[config.mk]
export PLATFORM = sky130hd
export DESIGN_NAME = asbt_host
export DESIGN_NICKNAME = d
export VERILOG_FILES = /design/src/asbt_pkg.sv /design/src/asbt_counter.sv /design/src/asbt_sync.sv /design/src/asbt_host.sv
export VERILOG_INCLUDE_DIRS = /design/src
export SDC_FILE = /design/constraint.sdc
export NUM_CORES = 1
export LEC_CHECK = 0
export BUFFER_PORTS_ARGS = -buffer_cell sky130_fd_sc_hd__buf_2
export CAP_MARGIN = 5
export CORE_MARGIN = 8
export CORE_UTILIZATION = 60
export CTS_BUF_LIST = sky130_fd_sc_hd__clkbuf_4 sky130_fd_sc_hd__clkbuf_8
export DETAILED_ROUTE_END_ITERATION = 16
export GPL_TIMING_DRIVEN = 0
export PLACE_DENSITY_LB_ADDON = 0.3
export SLEW_MARGIN = 20
export SYNTH_ARGS = -nofsm -noshare
export SYNTH_HDL_FRONTEND = slang
export SYNTH_SLANG_ARGS = --single-unit
[constraint.sdc]
create_clock -name clock -period 5.04 [get_ports clock]
set_input_delay 0.504 -clock clock [delete_from_list [all_inputs] [get_ports clock]]
set_output_delay 0.504 -clock clock [all_outputs]
set_load 0.01 [all_outputs]
[src/asbt_defines.svh]
// timing and geometry constants for the async sram host controller
`ifndef ASBT_DEFINES_SVH
`define ASBT_DEFINES_SVH

`define ASBT_CLK_PERIOD_PS       4000
`define ASBT_ADDR_W              18
`define ASBT_DATA_W              16
`define ASBT_LANE_W              8
// times in picoseconds except the supply wait in microseconds, figures as printed
`define ASBT_SUPPLY_TO_FIRST_US  100
`define ASBT_ADDR_ACCESS_PS      10000
`define ASBT_SELECT_ACCESS_PS    10000
`define ASBT_GATE_ACCESS_PS      5000
`define ASBT_LANE_ACCESS_PS      5000
`define ASBT_ADDR_SETUP_END_PS   7000
`define ASBT_DATA_SETUP_END_PS   5000
`define ASBT_LANE_TO_END_PS      7000
`define ASBT_STROBE_FLOAT_PS     5000
`define ASBT_STANDBY_ENTRY_PS    10000
// cycle counts: least times round up
`define ASBT_CYC_UP(t)           (((t) + `ASBT_CLK_PERIOD_PS - 1) / `ASBT_CLK_PERIOD_PS)
`define ASBT_POWER_CYCLES        ((`ASBT_SUPPLY_TO_FIRST_US * 1000000 + `ASBT_CLK_PERIOD_PS - 1) / `ASBT_CLK_PERIOD_PS)
`define ASBT_CNT_W               16
`define ASBT_SYNC_STAGES         2
`define ASBT_ALL_ONES_LANES      2'h3

`endif

[src/asbt_pkg.sv]
// types shared by the async sram host controller
package asbt_pkg;
    typedef struct packed {
        logic        write;
        logic [17:0] addr;
        logic [15:0] wdata;
        logic [1:0]  lanes_n;
    } asbt_req_type;

    typedef struct packed {
        logic        select_n;
        logic        gate_n;
        logic        write_strobe_n;
        logic        low_lane_select_n;
        logic        high_lane_select_n;
        logic [17:0] addr;
    } asbt_pins_type;

    typedef enum logic [2:0] {
        ASBT_POWER_WAIT,
        ASBT_IDLE,
        ASBT_READ,
        ASBT_WRITE_SETUP,
        ASBT_WRITE,
        ASBT_WRITE_END,
        ASBT_RECOVER
    } asbt_state_type;
endpackage

[src/asbt_counter.sv]
// down counter whose done stays high once a loaded count expires, until the next load
`timescale 1ns/10ps
module asbt_counter
    import asbt_pkg::*;
#(
    parameter int WIDTH = 32
)
(
    // clock and reset
    input  wire logic             clock,
    input  wire logic             srst,
    // control
    input  wire logic             load,
    input  wire logic [WIDTH-1:0] value,
    // status
    output logic                  done
);
    logic [WIDTH-1:0] count_reg;

    // load wins over counting so a new wait never inherits an old one
    always_ff @(posedge clock)
    begin
        if (srst)
            count_reg <= '0;
        else if (load)
            count_reg <= value;
        else if (count_reg != '0)
            count_reg <= count_reg - 1'b1;
    end

    assign done = (count_reg == '0) && !load;
endmodule

[src/asbt_sync.sv]
// two flip-flop synchroniser for the sram data pins
`timescale 1ns/10ps
module asbt_sync
    import asbt_pkg::*;
#(
    parameter int WIDTH = 16
)
(
    // clock and reset
    input  wire logic             clock,
    input  wire logic             srst,
    // pins and result
    input  wire logic [WIDTH-1:0] async_in,
    output logic      [WIDTH-1:0] sync_out
);
    logic [WIDTH-1:0] meta_reg;

    // first stage feeds only the second
    always_ff @(posedge clock)
    begin
        if (srst)
        begin
            meta_reg <= '0;
            sync_out <= '0;
        end
        else
        begin
            meta_reg <= async_in;
            sync_out <= meta_reg;
        end
    end
endmodule

[src/asbt_host.sv]
// host controller driving a 256k x 16 asynchronous static memory
//
// Functional notes
// - wait 100 us after power before the first access
// - address stable at least 7 ns before write end
// - address stable at write start and held to write end
// - write data presented at least 5 ns before write end
// - write data held at least 0 ns after write end
// - setup and hold measured from the signal ending the write
// - lane selects asserted at least 7 ns before write end
// - strobe write with gate low lasts float time plus data setup
// - write strobe stays high for the whole read cycle
// - address valid no later than select falling for reads
`timescale 1ns/10ps
`include "asbt_defines.svh"
module asbt_host
    import asbt_pkg::*;
(
    // clock and reset
    input  wire logic                    clock,
    input  wire logic                    srst,
    // user request
    input  wire logic                    req_valid,
    output logic                         req_ready,
    input  wire asbt_req_type            req,
    // user answer
    output logic                         rsp_valid,
    output logic [`ASBT_DATA_W-1:0]      rsp_rdata,
    output logic                         power_ready,
    // sram control pins
    output asbt_pins_type                pins,
    // sram data pins, enable low while the host drives
    input  wire logic [`ASBT_DATA_W-1:0] data_in,
    output logic [`ASBT_DATA_W-1:0]      data_out,
    output logic                         data_oe_n
);
    localparam int READ_CYC  = `ASBT_CYC_UP(`ASBT_ADDR_ACCESS_PS) + `ASBT_SYNC_STAGES;
    localparam int SETUP_CYC = `ASBT_CYC_UP(`ASBT_ADDR_SETUP_END_PS);
    localparam int DATA_CYC  = `ASBT_CYC_UP(`ASBT_STROBE_FLOAT_PS)
                             + `ASBT_CYC_UP(`ASBT_DATA_SETUP_END_PS);
    localparam int WRITE_CYC = (SETUP_CYC > DATA_CYC) ? SETUP_CYC : DATA_CYC;
    localparam int POWER_CYC = `ASBT_POWER_CYCLES;

    asbt_state_type            state_reg;
    asbt_state_type            state_next;
    asbt_req_type              op_reg;
    logic [`ASBT_CNT_W-1:0]    wait_value;
    logic                      wait_load;
    logic                      wait_done;
    logic [`ASBT_DATA_W-1:0]   data_sync;
    logic                      power_reg;
    logic                      power_loaded_reg;
    asbt_req_type              cur_op;

    // request in flight: live only while idle, then the captured copy
    assign cur_op = (state_reg == ASBT_IDLE) ? req : op_reg;

    // read data: mask off an unselected lane
    function automatic logic [`ASBT_DATA_W-1:0] lane_mask(input logic [1:0] lanes_n,
                                                        input logic [15:0] d);
        lane_mask = {lanes_n[1] ? `ASBT_LANE_W'h00 : d[15:8],
                     lanes_n[0] ? `ASBT_LANE_W'h00 : d[7:0]};
    endfunction

    asbt_counter #(.WIDTH(`ASBT_CNT_W)) u_wait (
        .clock (clock),
        .srst  (srst),
        .load  (wait_load),
        .value (wait_value),
        .done  (wait_done)
    );

    // pins cross into our domain through two flops before capture
    asbt_sync #(.WIDTH(`ASBT_DATA_W)) u_sync (
        .clock    (clock),
        .srst     (srst),
        .async_in (data_in),
        .sync_out (data_sync)
    );

    // next state and counter loads
    always_comb
    begin
        state_next = state_reg;
        wait_load  = 1'b0;
        wait_value = '0;
        unique case (state_reg)
            ASBT_POWER_WAIT:
            begin
                // long wait loaded once, on the first cycle out of reset
                if (!power_loaded_reg)
                begin
                    wait_load  = 1'b1;
                    wait_value = POWER_CYC[`ASBT_CNT_W-1:0];
                end
                if (wait_done && power_reg)
                    state_next = ASBT_IDLE;
            end
            ASBT_IDLE:
                if (req_valid)
                begin
                    wait_load = 1'b1;
                    if (req.write)
                    begin
                        state_next = ASBT_WRITE_SETUP;
                        wait_value = `ASBT_CNT_W'h0;
                    end
                    else
                    begin
                        // two extra cycles cover the input synchroniser
                        state_next = ASBT_READ;
                        wait_value = READ_CYC[`ASBT_CNT_W-1:0];
                    end
                end
            ASBT_READ:
                if (wait_done)
                    state_next = ASBT_RECOVER;
            ASBT_WRITE_SETUP:
            begin
                // address and data settle a full cycle before strobe falls
                state_next = ASBT_WRITE;
                wait_load  = 1'b1;
                wait_value = WRITE_CYC[`ASBT_CNT_W-1:0];
            end
            ASBT_WRITE:
                if (wait_done)
                    state_next = ASBT_WRITE_END;
            ASBT_WRITE_END:
                state_next = ASBT_RECOVER;
            ASBT_RECOVER:
                state_next = ASBT_IDLE;
            default:
                state_next = ASBT_IDLE;
        endcase
    end

    // state register; power wait is loaded once at reset release
    always_ff @(posedge clock)
    begin
        if (srst)
            state_reg <= ASBT_POWER_WAIT;
        else
            state_reg <= state_next;
    end

    // power-up gate: counter loaded on first cycle after reset
    always_ff @(posedge clock)
    begin
        if (srst)
        begin
            power_loaded_reg <= 1'b0;
            power_reg        <= 1'b0;
        end
        else
        begin
            power_loaded_reg <= 1'b1;
            power_reg        <= power_loaded_reg;
        end
    end

    // capture the accepted request
    always_ff @(posedge clock)
    begin
        if (srst)
            op_reg <= '0;
        else if (state_reg == ASBT_IDLE && req_valid)
            op_reg <= req;
    end

    // strobes: write strobe rises first so it ends every write
    always_ff @(posedge clock)
    begin
        if (srst)
        begin
            pins <= '{select_n: 1'b1, gate_n: 1'b1, write_strobe_n: 1'b1,
                      low_lane_select_n: 1'b1, high_lane_select_n: 1'b1,
                      addr: '0};
        end
        else
        begin
            unique case (state_next)
                ASBT_READ:
                begin
                    // address goes out with select, never after it
                    // held from the captured copy so a new user word cannot move it
                    pins.addr               <= cur_op.addr;
                    pins.select_n           <= 1'b0;
                    pins.gate_n             <= 1'b0;
                    pins.write_strobe_n     <= 1'b1;
                    pins.low_lane_select_n  <= cur_op.lanes_n[0];
                    pins.high_lane_select_n <= cur_op.lanes_n[1];
                end
                ASBT_WRITE_SETUP:
                begin
                    // gate high keeps the memory off the bus while we drive
                    pins.addr               <= req.addr;
                    pins.select_n           <= 1'b0;
                    pins.gate_n             <= 1'b1;
                    pins.write_strobe_n     <= 1'b1;
                    pins.low_lane_select_n  <= req.lanes_n[0];
                    pins.high_lane_select_n <= req.lanes_n[1];
                end
                ASBT_WRITE:
                    // no lane selected: nothing to store, strobe stays high
                    pins.write_strobe_n     <= (op_reg.lanes_n == `ASBT_ALL_ONES_LANES);
                ASBT_WRITE_END:
                    pins.write_strobe_n     <= 1'b1;
                default:
                begin
                    // select and lanes released together, address held
                    pins.select_n           <= 1'b1;
                    pins.gate_n             <= 1'b1;
                    pins.write_strobe_n     <= 1'b1;
                    pins.low_lane_select_n  <= 1'b1;
                    pins.high_lane_select_n <= 1'b1;
                end
            endcase
        end
    end

    // data drive: held one cycle past the strobe rise
    always_ff @(posedge clock)
    begin
        if (srst)
        begin
            data_out  <= '0;
            data_oe_n <= 1'b1;
        end
        else if (state_next == ASBT_WRITE_SETUP)
        begin
            data_out  <= req.wdata;
            data_oe_n <= 1'b0;
        end
        else if (state_reg == ASBT_WRITE_END)
            data_oe_n <= 1'b1;
    end

    // read answer
    always_ff @(posedge clock)
    begin
        if (srst)
        begin
            rsp_valid <= 1'b0;
            rsp_rdata <= '0;
        end
        else
        begin
            rsp_valid <= (state_reg == ASBT_READ) && wait_done;
            if ((state_reg == ASBT_READ) && wait_done)
                rsp_rdata <= lane_mask(op_reg.lanes_n, data_sync);
        end
    end

    assign req_ready   = (state_reg == ASBT_IDLE);
    assign power_ready = (state_reg != ASBT_POWER_WAIT);
endmodule

==> impl_metrics.yaml, run 1 <==
run_status:
  outcome: "finished, final reports clean"
place:
  dp.cells: 760
  numPortBuffers: 113
  gp_congestion: 0.855
  hpwl_mm: 8.70
routing:
  vias: 4210
  wl_per_cell_um: 15.0
  avgViaCountPerCell: 5.32
  drt-pass1-iter-count: 4
  drc_errors: 0
  postRouteAntennaNets: 0
  drt_iter0_markers: 149
  drt-total-wl_mm: 11.8
worst_setup_path:
  crit_path_cell_trace: "nor3b_2 > buf_2 > buf_2"
  cpPeakStageDelay_ps: 410
  worst-path-buf-inv: 2
  crit_fanout: 10
  worst_ep_required_time_ps: 4540
  worstSetupPathType: "flop to primary output"
  start_kind: "flop"
  crit_path_end_kind: "primary output"
  critPathTopFamily: "buffers and inverters"
  crit_top_cell: "buf_2"
  cp_slowest_cell: "dfxtp_1"
  arrival_ps: 1740
die:
  die_area_um2: 11500
  row_count: 33
  start_util_pct: 61.4
  die_w_um: 107
  die_h_um: 107
  core_area_um2: 8180
  top_level_ports: 115
final_layout:
  largest_reg_flops: 23
  layout_commonest_cell: "dfxtp_1"
  nFillCells: 618
  n_antenna_cell: 0
  nets: 732
  syn_to_final_growth_pct: 22.2
  final_cell_mix: "dfxtp_1 (130), buf_2 (120), nand2_1 (100), a21oi_1 (50), nor2_1 (38)"
  drive_gt1_share_pct: 24.6
  final_cells: 792
cts:
  cts_made_buffers: 17
  cts_tree: "done"
  root_buffer: "clkbuf_8"
  post_cts_buffers: 0
  worstSkewPairLatency_ps: 450
  ctsHoldBuffers: 0
  clock_sink_count: 130
  cts.clk_slew.worst_paths_ps: 90
  cts_resized: 0
  cts.htree.levels: 4
  cts.path.max_buffers: 2
global_route:
  antenna_found_initial: 0
  grt_max_degree: 18
  grt_use_total_pct: 20.6
  grt_pass1_wl_mm: 19.3
  grt_pass1_vias: 4246
  gr-total-overflow: 0
sta:
  worst_pin_slew_ps: 613
  skew_ps: 16.4
  setup_viol: 0
  fmax_mhz: 445
  slew_violations: 0
  setup_tns_ps: 0
  hold_viol: 0
  fin_crit_sh_pct: 44.6
  rsz0062_at_grt: "false"
  period_needed_ps: 2250
  relSlewSlack_pct: 59.1
synthesis:
  synth_cell_types: 47
  synth-seq-cells: 130
  syn_avg_cell_area_um2: 9.26
  netlist_area_um2: 5020
  synth_area_leader_cell: "dfxtp_1"
  synth_top_area_share_pct: 51.9
  synthCells: 542
  synth_flop_cell: "dfxtp_1"
  synth_edf_count: 0
  ys_async_sr_fraction_pct: 0
  syn_nets: 600
  seq_area_frac_synth_pct: 51.9
  ys_warn_count: 0
  synthTopCellsByArea: "dfxtp_1 (52%), nand2_1 (7.5%), mux2i_1 (7.2%), a21oi_1 (5.0%), nor2b_1 (4.6%)"
pwr:
  leakage_nw: 2.43
  power_density_nw_per_um2: 353
  max-vdd-ir-drop_mv: 0.250
flow_run:
  drv_cap: 0
min_path:
  hold_class: "primary input to flop"
==> logic make-up (layout without fill, tap and decap cells) <==
family / Yosys count / count (layout) / share of synthesized area (%)
multiplexers: 36 / 36 / 7.18
flip-flops: 130 / 130 / 51.9
AND/OR/NAND/NOR: 224 / 224 / 22.6
XOR/XNOR: 12 / 12 / 2.09
adder cells (fa/ha/maj): 2 / 2 / 0.499
buffers and inverters: 43 / 188 / 3.91
AO/OA/AOI/OAI: 95 / 95 / 11.8
==> cell usage after synthesis (2+ instances only) <==
| cell | number |
|---|---|
| dfxtp_1 | 130 |
| nand2_1 | 100 |
| a21oi_1 | 50 |
| nor2_1 | 38 |
| nor2b_1 | 37 |
| mux2i_1 | 36 |
| clkbuf_1 | 22 |
| a211oi_1 | 21 |
| nand3b_1 | 17 |
| xnor2_1 | 9 |
| buf_2 | 7 |
| inv_1 | 6 |
| o21ai_0 | 5 |
| nand2b_1 | 4 |
| o21ai_1 | 4 |
| a2111oi_2 | 3 |
| a32oi_1 | 3 |
| and2_1 | 3 |
| buf_4 | 3 |
| nand3_1 | 3 |
| nor3_1 | 3 |
| xor2_1 | 3 |
| and3_1 | 2 |
| buf_1 | 2 |
| buf_6 | 2 |
| ha_1 | 2 |
| nand4_1 | 2 |
| nor3_2 | 2 |
| nor3b_1 | 2 |
| nor4_4 | 2 |
| o21a_1 | 2 |
| or3_1 | 2 |
==> routing by layer <==
layer / part of all wire (%) / routed length [um] / vias up / GRT usage, %
li1: - / - / 2100 / -
met5: 0 / 0 / - / 0
met2: 49 / 5860 / 139 / 35.2
met3: 8.7 / 1030 / 14 / 8.50
met4: 1.1 / 136 / 0 / 7.83
met1: 41 / 4820 / 1957 / 22.4
==> power breakdown <==
| group | leakage [nW] | total (mW) | internal [mW] | switching [mW] |
|---|---|---|---|---|
| sequential | 1.06 | 1.08 | 1.05 | 0.0241 |
| clock | 0.211 | 0.891 | 0.384 | 0.507 |
| combinational | 1.16 | 0.193 | 0.0833 | 0.110 |
==> final timing paths <==
check                                    startpoint                 end  slack, ps  cells after the start
worst max-delay path                   state_reg[0]           req_ready       2790                      3
worst min-delay path                     data_in[5]  u_sync.meta_reg[5]        250                      2
worst max register to register  u_wait.count_reg[7]         data_out[8]       2950                      7
worst min register to register   u_sync.meta_reg[5]  u_sync.sync_out[5]        450                      1
==> final cells by class <==
cell class,count,area (um^2),area share [%]
sequential,130,2600,42.4
buffer,36,170,2.77
inverter,7,26.3,0.428
timing repair buffer,113,566,9.22
tap,105,131,2.14
clock inverter,15,184,3.00
clock buffer,17,234,3.81
multi-input combinational,369,2220,36.2
==> per-stage QoR <==
step | util [%] | area [um^2] | hold slack [ps] | worst slack, ps | power [mW]
6_report | 75.0 | 6130 | 254 | 2790 | 2.16
5_1_grt | 75.0 | 6130 | 231 | 2710 | 2.24
4_1_cts | 75.0 | 6130 | 240 | 2800 | 2.17
3_5_place_dp | 69.9 | 5720 | 423 | 2970 | 1.29
3_3_place_gp | 69.9 | 5720 | 417 | 3040 | 1.28
2_1_floorplan | - | 5020 | 414 | 3310 | 1.23
No activity file was read; power rests on OpenSTA's default activity.
==> run 2: changes to the inputs <==
- ABC_AREA: not set -> 1
- CORE_UTILIZATION: 60 -> 55
- clock period: 5.04 -> 2.1 ns (I/O delays scaled with it)
==> impl_metrics.yaml, run 2 <==
worst_setup_path:
  cpPeakStageDelay_ps: 320
  worst_ep_required_time_ps: 2400
  worstSetupPathType: "flop to flop"
  reg2reg_from: "u_wait.count_reg[0]"
  crit_path_cell_trace: "inv_1 > ha_1 > inv_1 > nor2_1 > nand2_1 > nor2_2 > nand2_2 > nor2_4 > nand2_4 > nand2_8 > nand2_4 > buf_6 > o21ai_0 > nand2_1"
  start_kind: "flop"
  crit_path_end_kind: "flop"
  reg2reg_to: "data_oe_n"
  crit_start: "u_wait.count_reg[0]"
  cp_slowest_cell: "dfxtp_1"
  worst-r2r-cell-count: 14
  r2r_slack_ps: 120
  arrival_ps: 2290
  crit_fanout: 10
die:
  die_h_um: 111
  row_count: 34
  die_w_um: 111
  top_level_ports: 115
  start_util_pct: 57.0
  die_area_um2: 12400
  core_area_um2: 8760
synthesis:
  synth_area_leader_cell: "dfxtp_1"
  netlist_area_um2: 5000
  synth-seq-cells: 130
  synth.most_common_cell: "dfxtp_1"
  synthTopCellsByArea: "dfxtp_1 (52%), nor2_1 (8.6%), nand2_1 (7.5%), nand3_1 (6.4%), a21oi_1 (4.9%)"
  synth_top_area_share_pct: 52.1
  synth_flop_cell: "dfxtp_1"
  seq_area_frac_synth_pct: 52.1
  syn_nets: 699
  ys_async_sr_fraction_pct: 0
  synth_commonest_cells: "dfxtp_1 (130), nor2_1 (114), nand2_1 (100), nand3_1 (64), inv_1 (60)"
  syn_avg_cell_area_um2: 7.79
  synthCells: 641
  ys_warn_count: 0
  synth_cell_types: 38
  synth_edf_count: 0
cts:
  worstSkewPairLatency_ps: 430
  root_buffer: "clkbuf_8"
  clock_sink_count: 130
  cts.htree.levels: 4
  cts.clk_slew.worst_paths_ps: 80
  cts_made_buffers: 17
  cts_tree: "done"
  cts.path.max_buffers: 2
sta:
  fmax_mhz: 505
  rsz0062_at_grt: "true"
  hold_viol: 0
  skew_ps: 9.73
  setup_tns_ps: 0
  setup_viol: 0
  worst_pin_slew_ps: 593
  setup_ws_ps: 118
  relSlewSlack_pct: 60.3
  slew_violations: 0
  fin_crit_sh_pct: 94.4
  period_needed_ps: 1980
final_layout:
  nets: 851
  final_cell_mix: "dfxtp_1 (129), buf_2 (115), nor2_1 (114), nand2_1 (99), nand3_1 (64)"
  drive_gt1_share_pct: 23.0
  n_antenna_cell: 0
  nFillCells: 653
  largest_reg_flops: 23
  syn_to_final_growth_pct: 25.9
  final_area_um2: 6290
  layout_commonest_cell: "dfxtp_1"
  final_cells: 914
routing:
  drt-pass1-iter-count: 6
  drt-total-wl_mm: 12.8
  avgViaCountPerCell: 5.14
  vias: 4700
  drc_errors: 0
  wl_per_cell_um: 14.0
  postRouteAntennaNets: 0
  drt_iter0_markers: 208
pwr:
  power_density_nw_per_um2: 816
  max-vdd-ir-drop_mv: 0.754
  leakage_nw: 2.93
  finalPower_mw: 5.13
place:
  gp_congestion: 0.873
  dp.cells: 863
  numPortBuffers: 114
  place_area_um2: 5700
  hpwl_mm: 8.96
  preCtsSetupSlack_ps: 126
global_route:
  gr-total-overflow: 0
  grt_pass1_wl_mm: 21.3
  grt_pass1_vias: 4698
  antenna_found_initial: 0
  grt_use_total_pct: 20.5
  grt_max_degree: 17
min_path:
  hold_class: "primary input to flop"
  hold_path_depth: 3
  hold_path.startpoint: "req[11]"
  min_to: "data_out[9]"
flow_run:
  drv_cap: 0
run_status:
  outcome: "finished, final reports clean"
==> run 2: through the flow <==
| stage | util, % | hold WS, ps |
|---|---|---|
| 6_report | 71.8 | 45.7 |
| 5_1_grt | 71.8 | 28.5 |
| 4_1_cts | 71.4 | 26.6 |
| 3_5_place_dp | 65.1 | 392 |
| 3_3_place_gp | 65.1 | 393 |
| 2_1_floorplan | - | 317 |
==> run 2: cell families after synthesis <==
group	synth area share (%)
AO/OA/AOI/OAI	11.2
XOR/XNOR	1.05
adder cells (fa/ha/maj)	0.501
buffers and inverters	8.24
flip-flops	52.1
AND/OR/NAND/NOR	26.9
==> run 2: worst max-delay path, delay by kind of cell, from the launching register on <==
family          cells  cell delay, ps
simple gates        9             980
flops               1             320
buf+inv             3             310
fa+ha+maj           1             160
compound gates      1              80
==> run 2: repair_timing <==
item / 4_1_cts / 5_1_grt
hold buffers: 16 / 0
setup buffers: 0 / 3
setup endpoints to repair: 0 / 38
resized for setup: 0 / 6
hold endpoints to repair: 16 / 0
==> run 2: worst max-delay path by stage <==
| stage | depth (start not counted) | endpoint | slack (ps) |
|---|---|---|---|
| 4_1_cts | 6 | req_ready | 100 |
| 2_1_floorplan | 14 | data_oe_n | 370 |
| 3_5_place_dp | 13 | pins[14] | 130 |
| 3_3_place_gp | 14 | data_oe_n | 170 |
| 6_report | 14 | data_oe_n | 120 |
| 5_1_grt | 14 | data_out[8] | -30 |
==> run 2: cell type report <==
type	count	area (um^2)	share of cell area (%)
multi-input combinational	417	1990	31.7
sequential	130	2600	41.4
clock inverter	14	154	2.45
buffer	28	160	2.55
timing repair buffer	133	753	12.0
inverter	66	253	4.02
tap	108	135	2.15
clock buffer	18	241	3.84
==> run 2: power by group <==
| part | internal (mW) | switching (mW) | total, mW |
|---|---|---|---|
| registers | 2.53 | 0.0361 | 2.57 |
| logic | 0.181 | 0.275 | 0.456 |
| clock network | 1.08 | 1.02 | 2.11 |
| total | 3.80 | 1.33 | 5.13 |
==> run 2: routing by layer <==
metal	vias to the layer above	routed length [um]	GRT usage (%)	share of wire (%)
met3	23	1010	7.47	7.8
met1	2149	5300	22.8	41
met5	-	0	0	0
li1	2357	-	-	-
met2	171	6280	34.8	49
met4	0	238	8.00	1.9
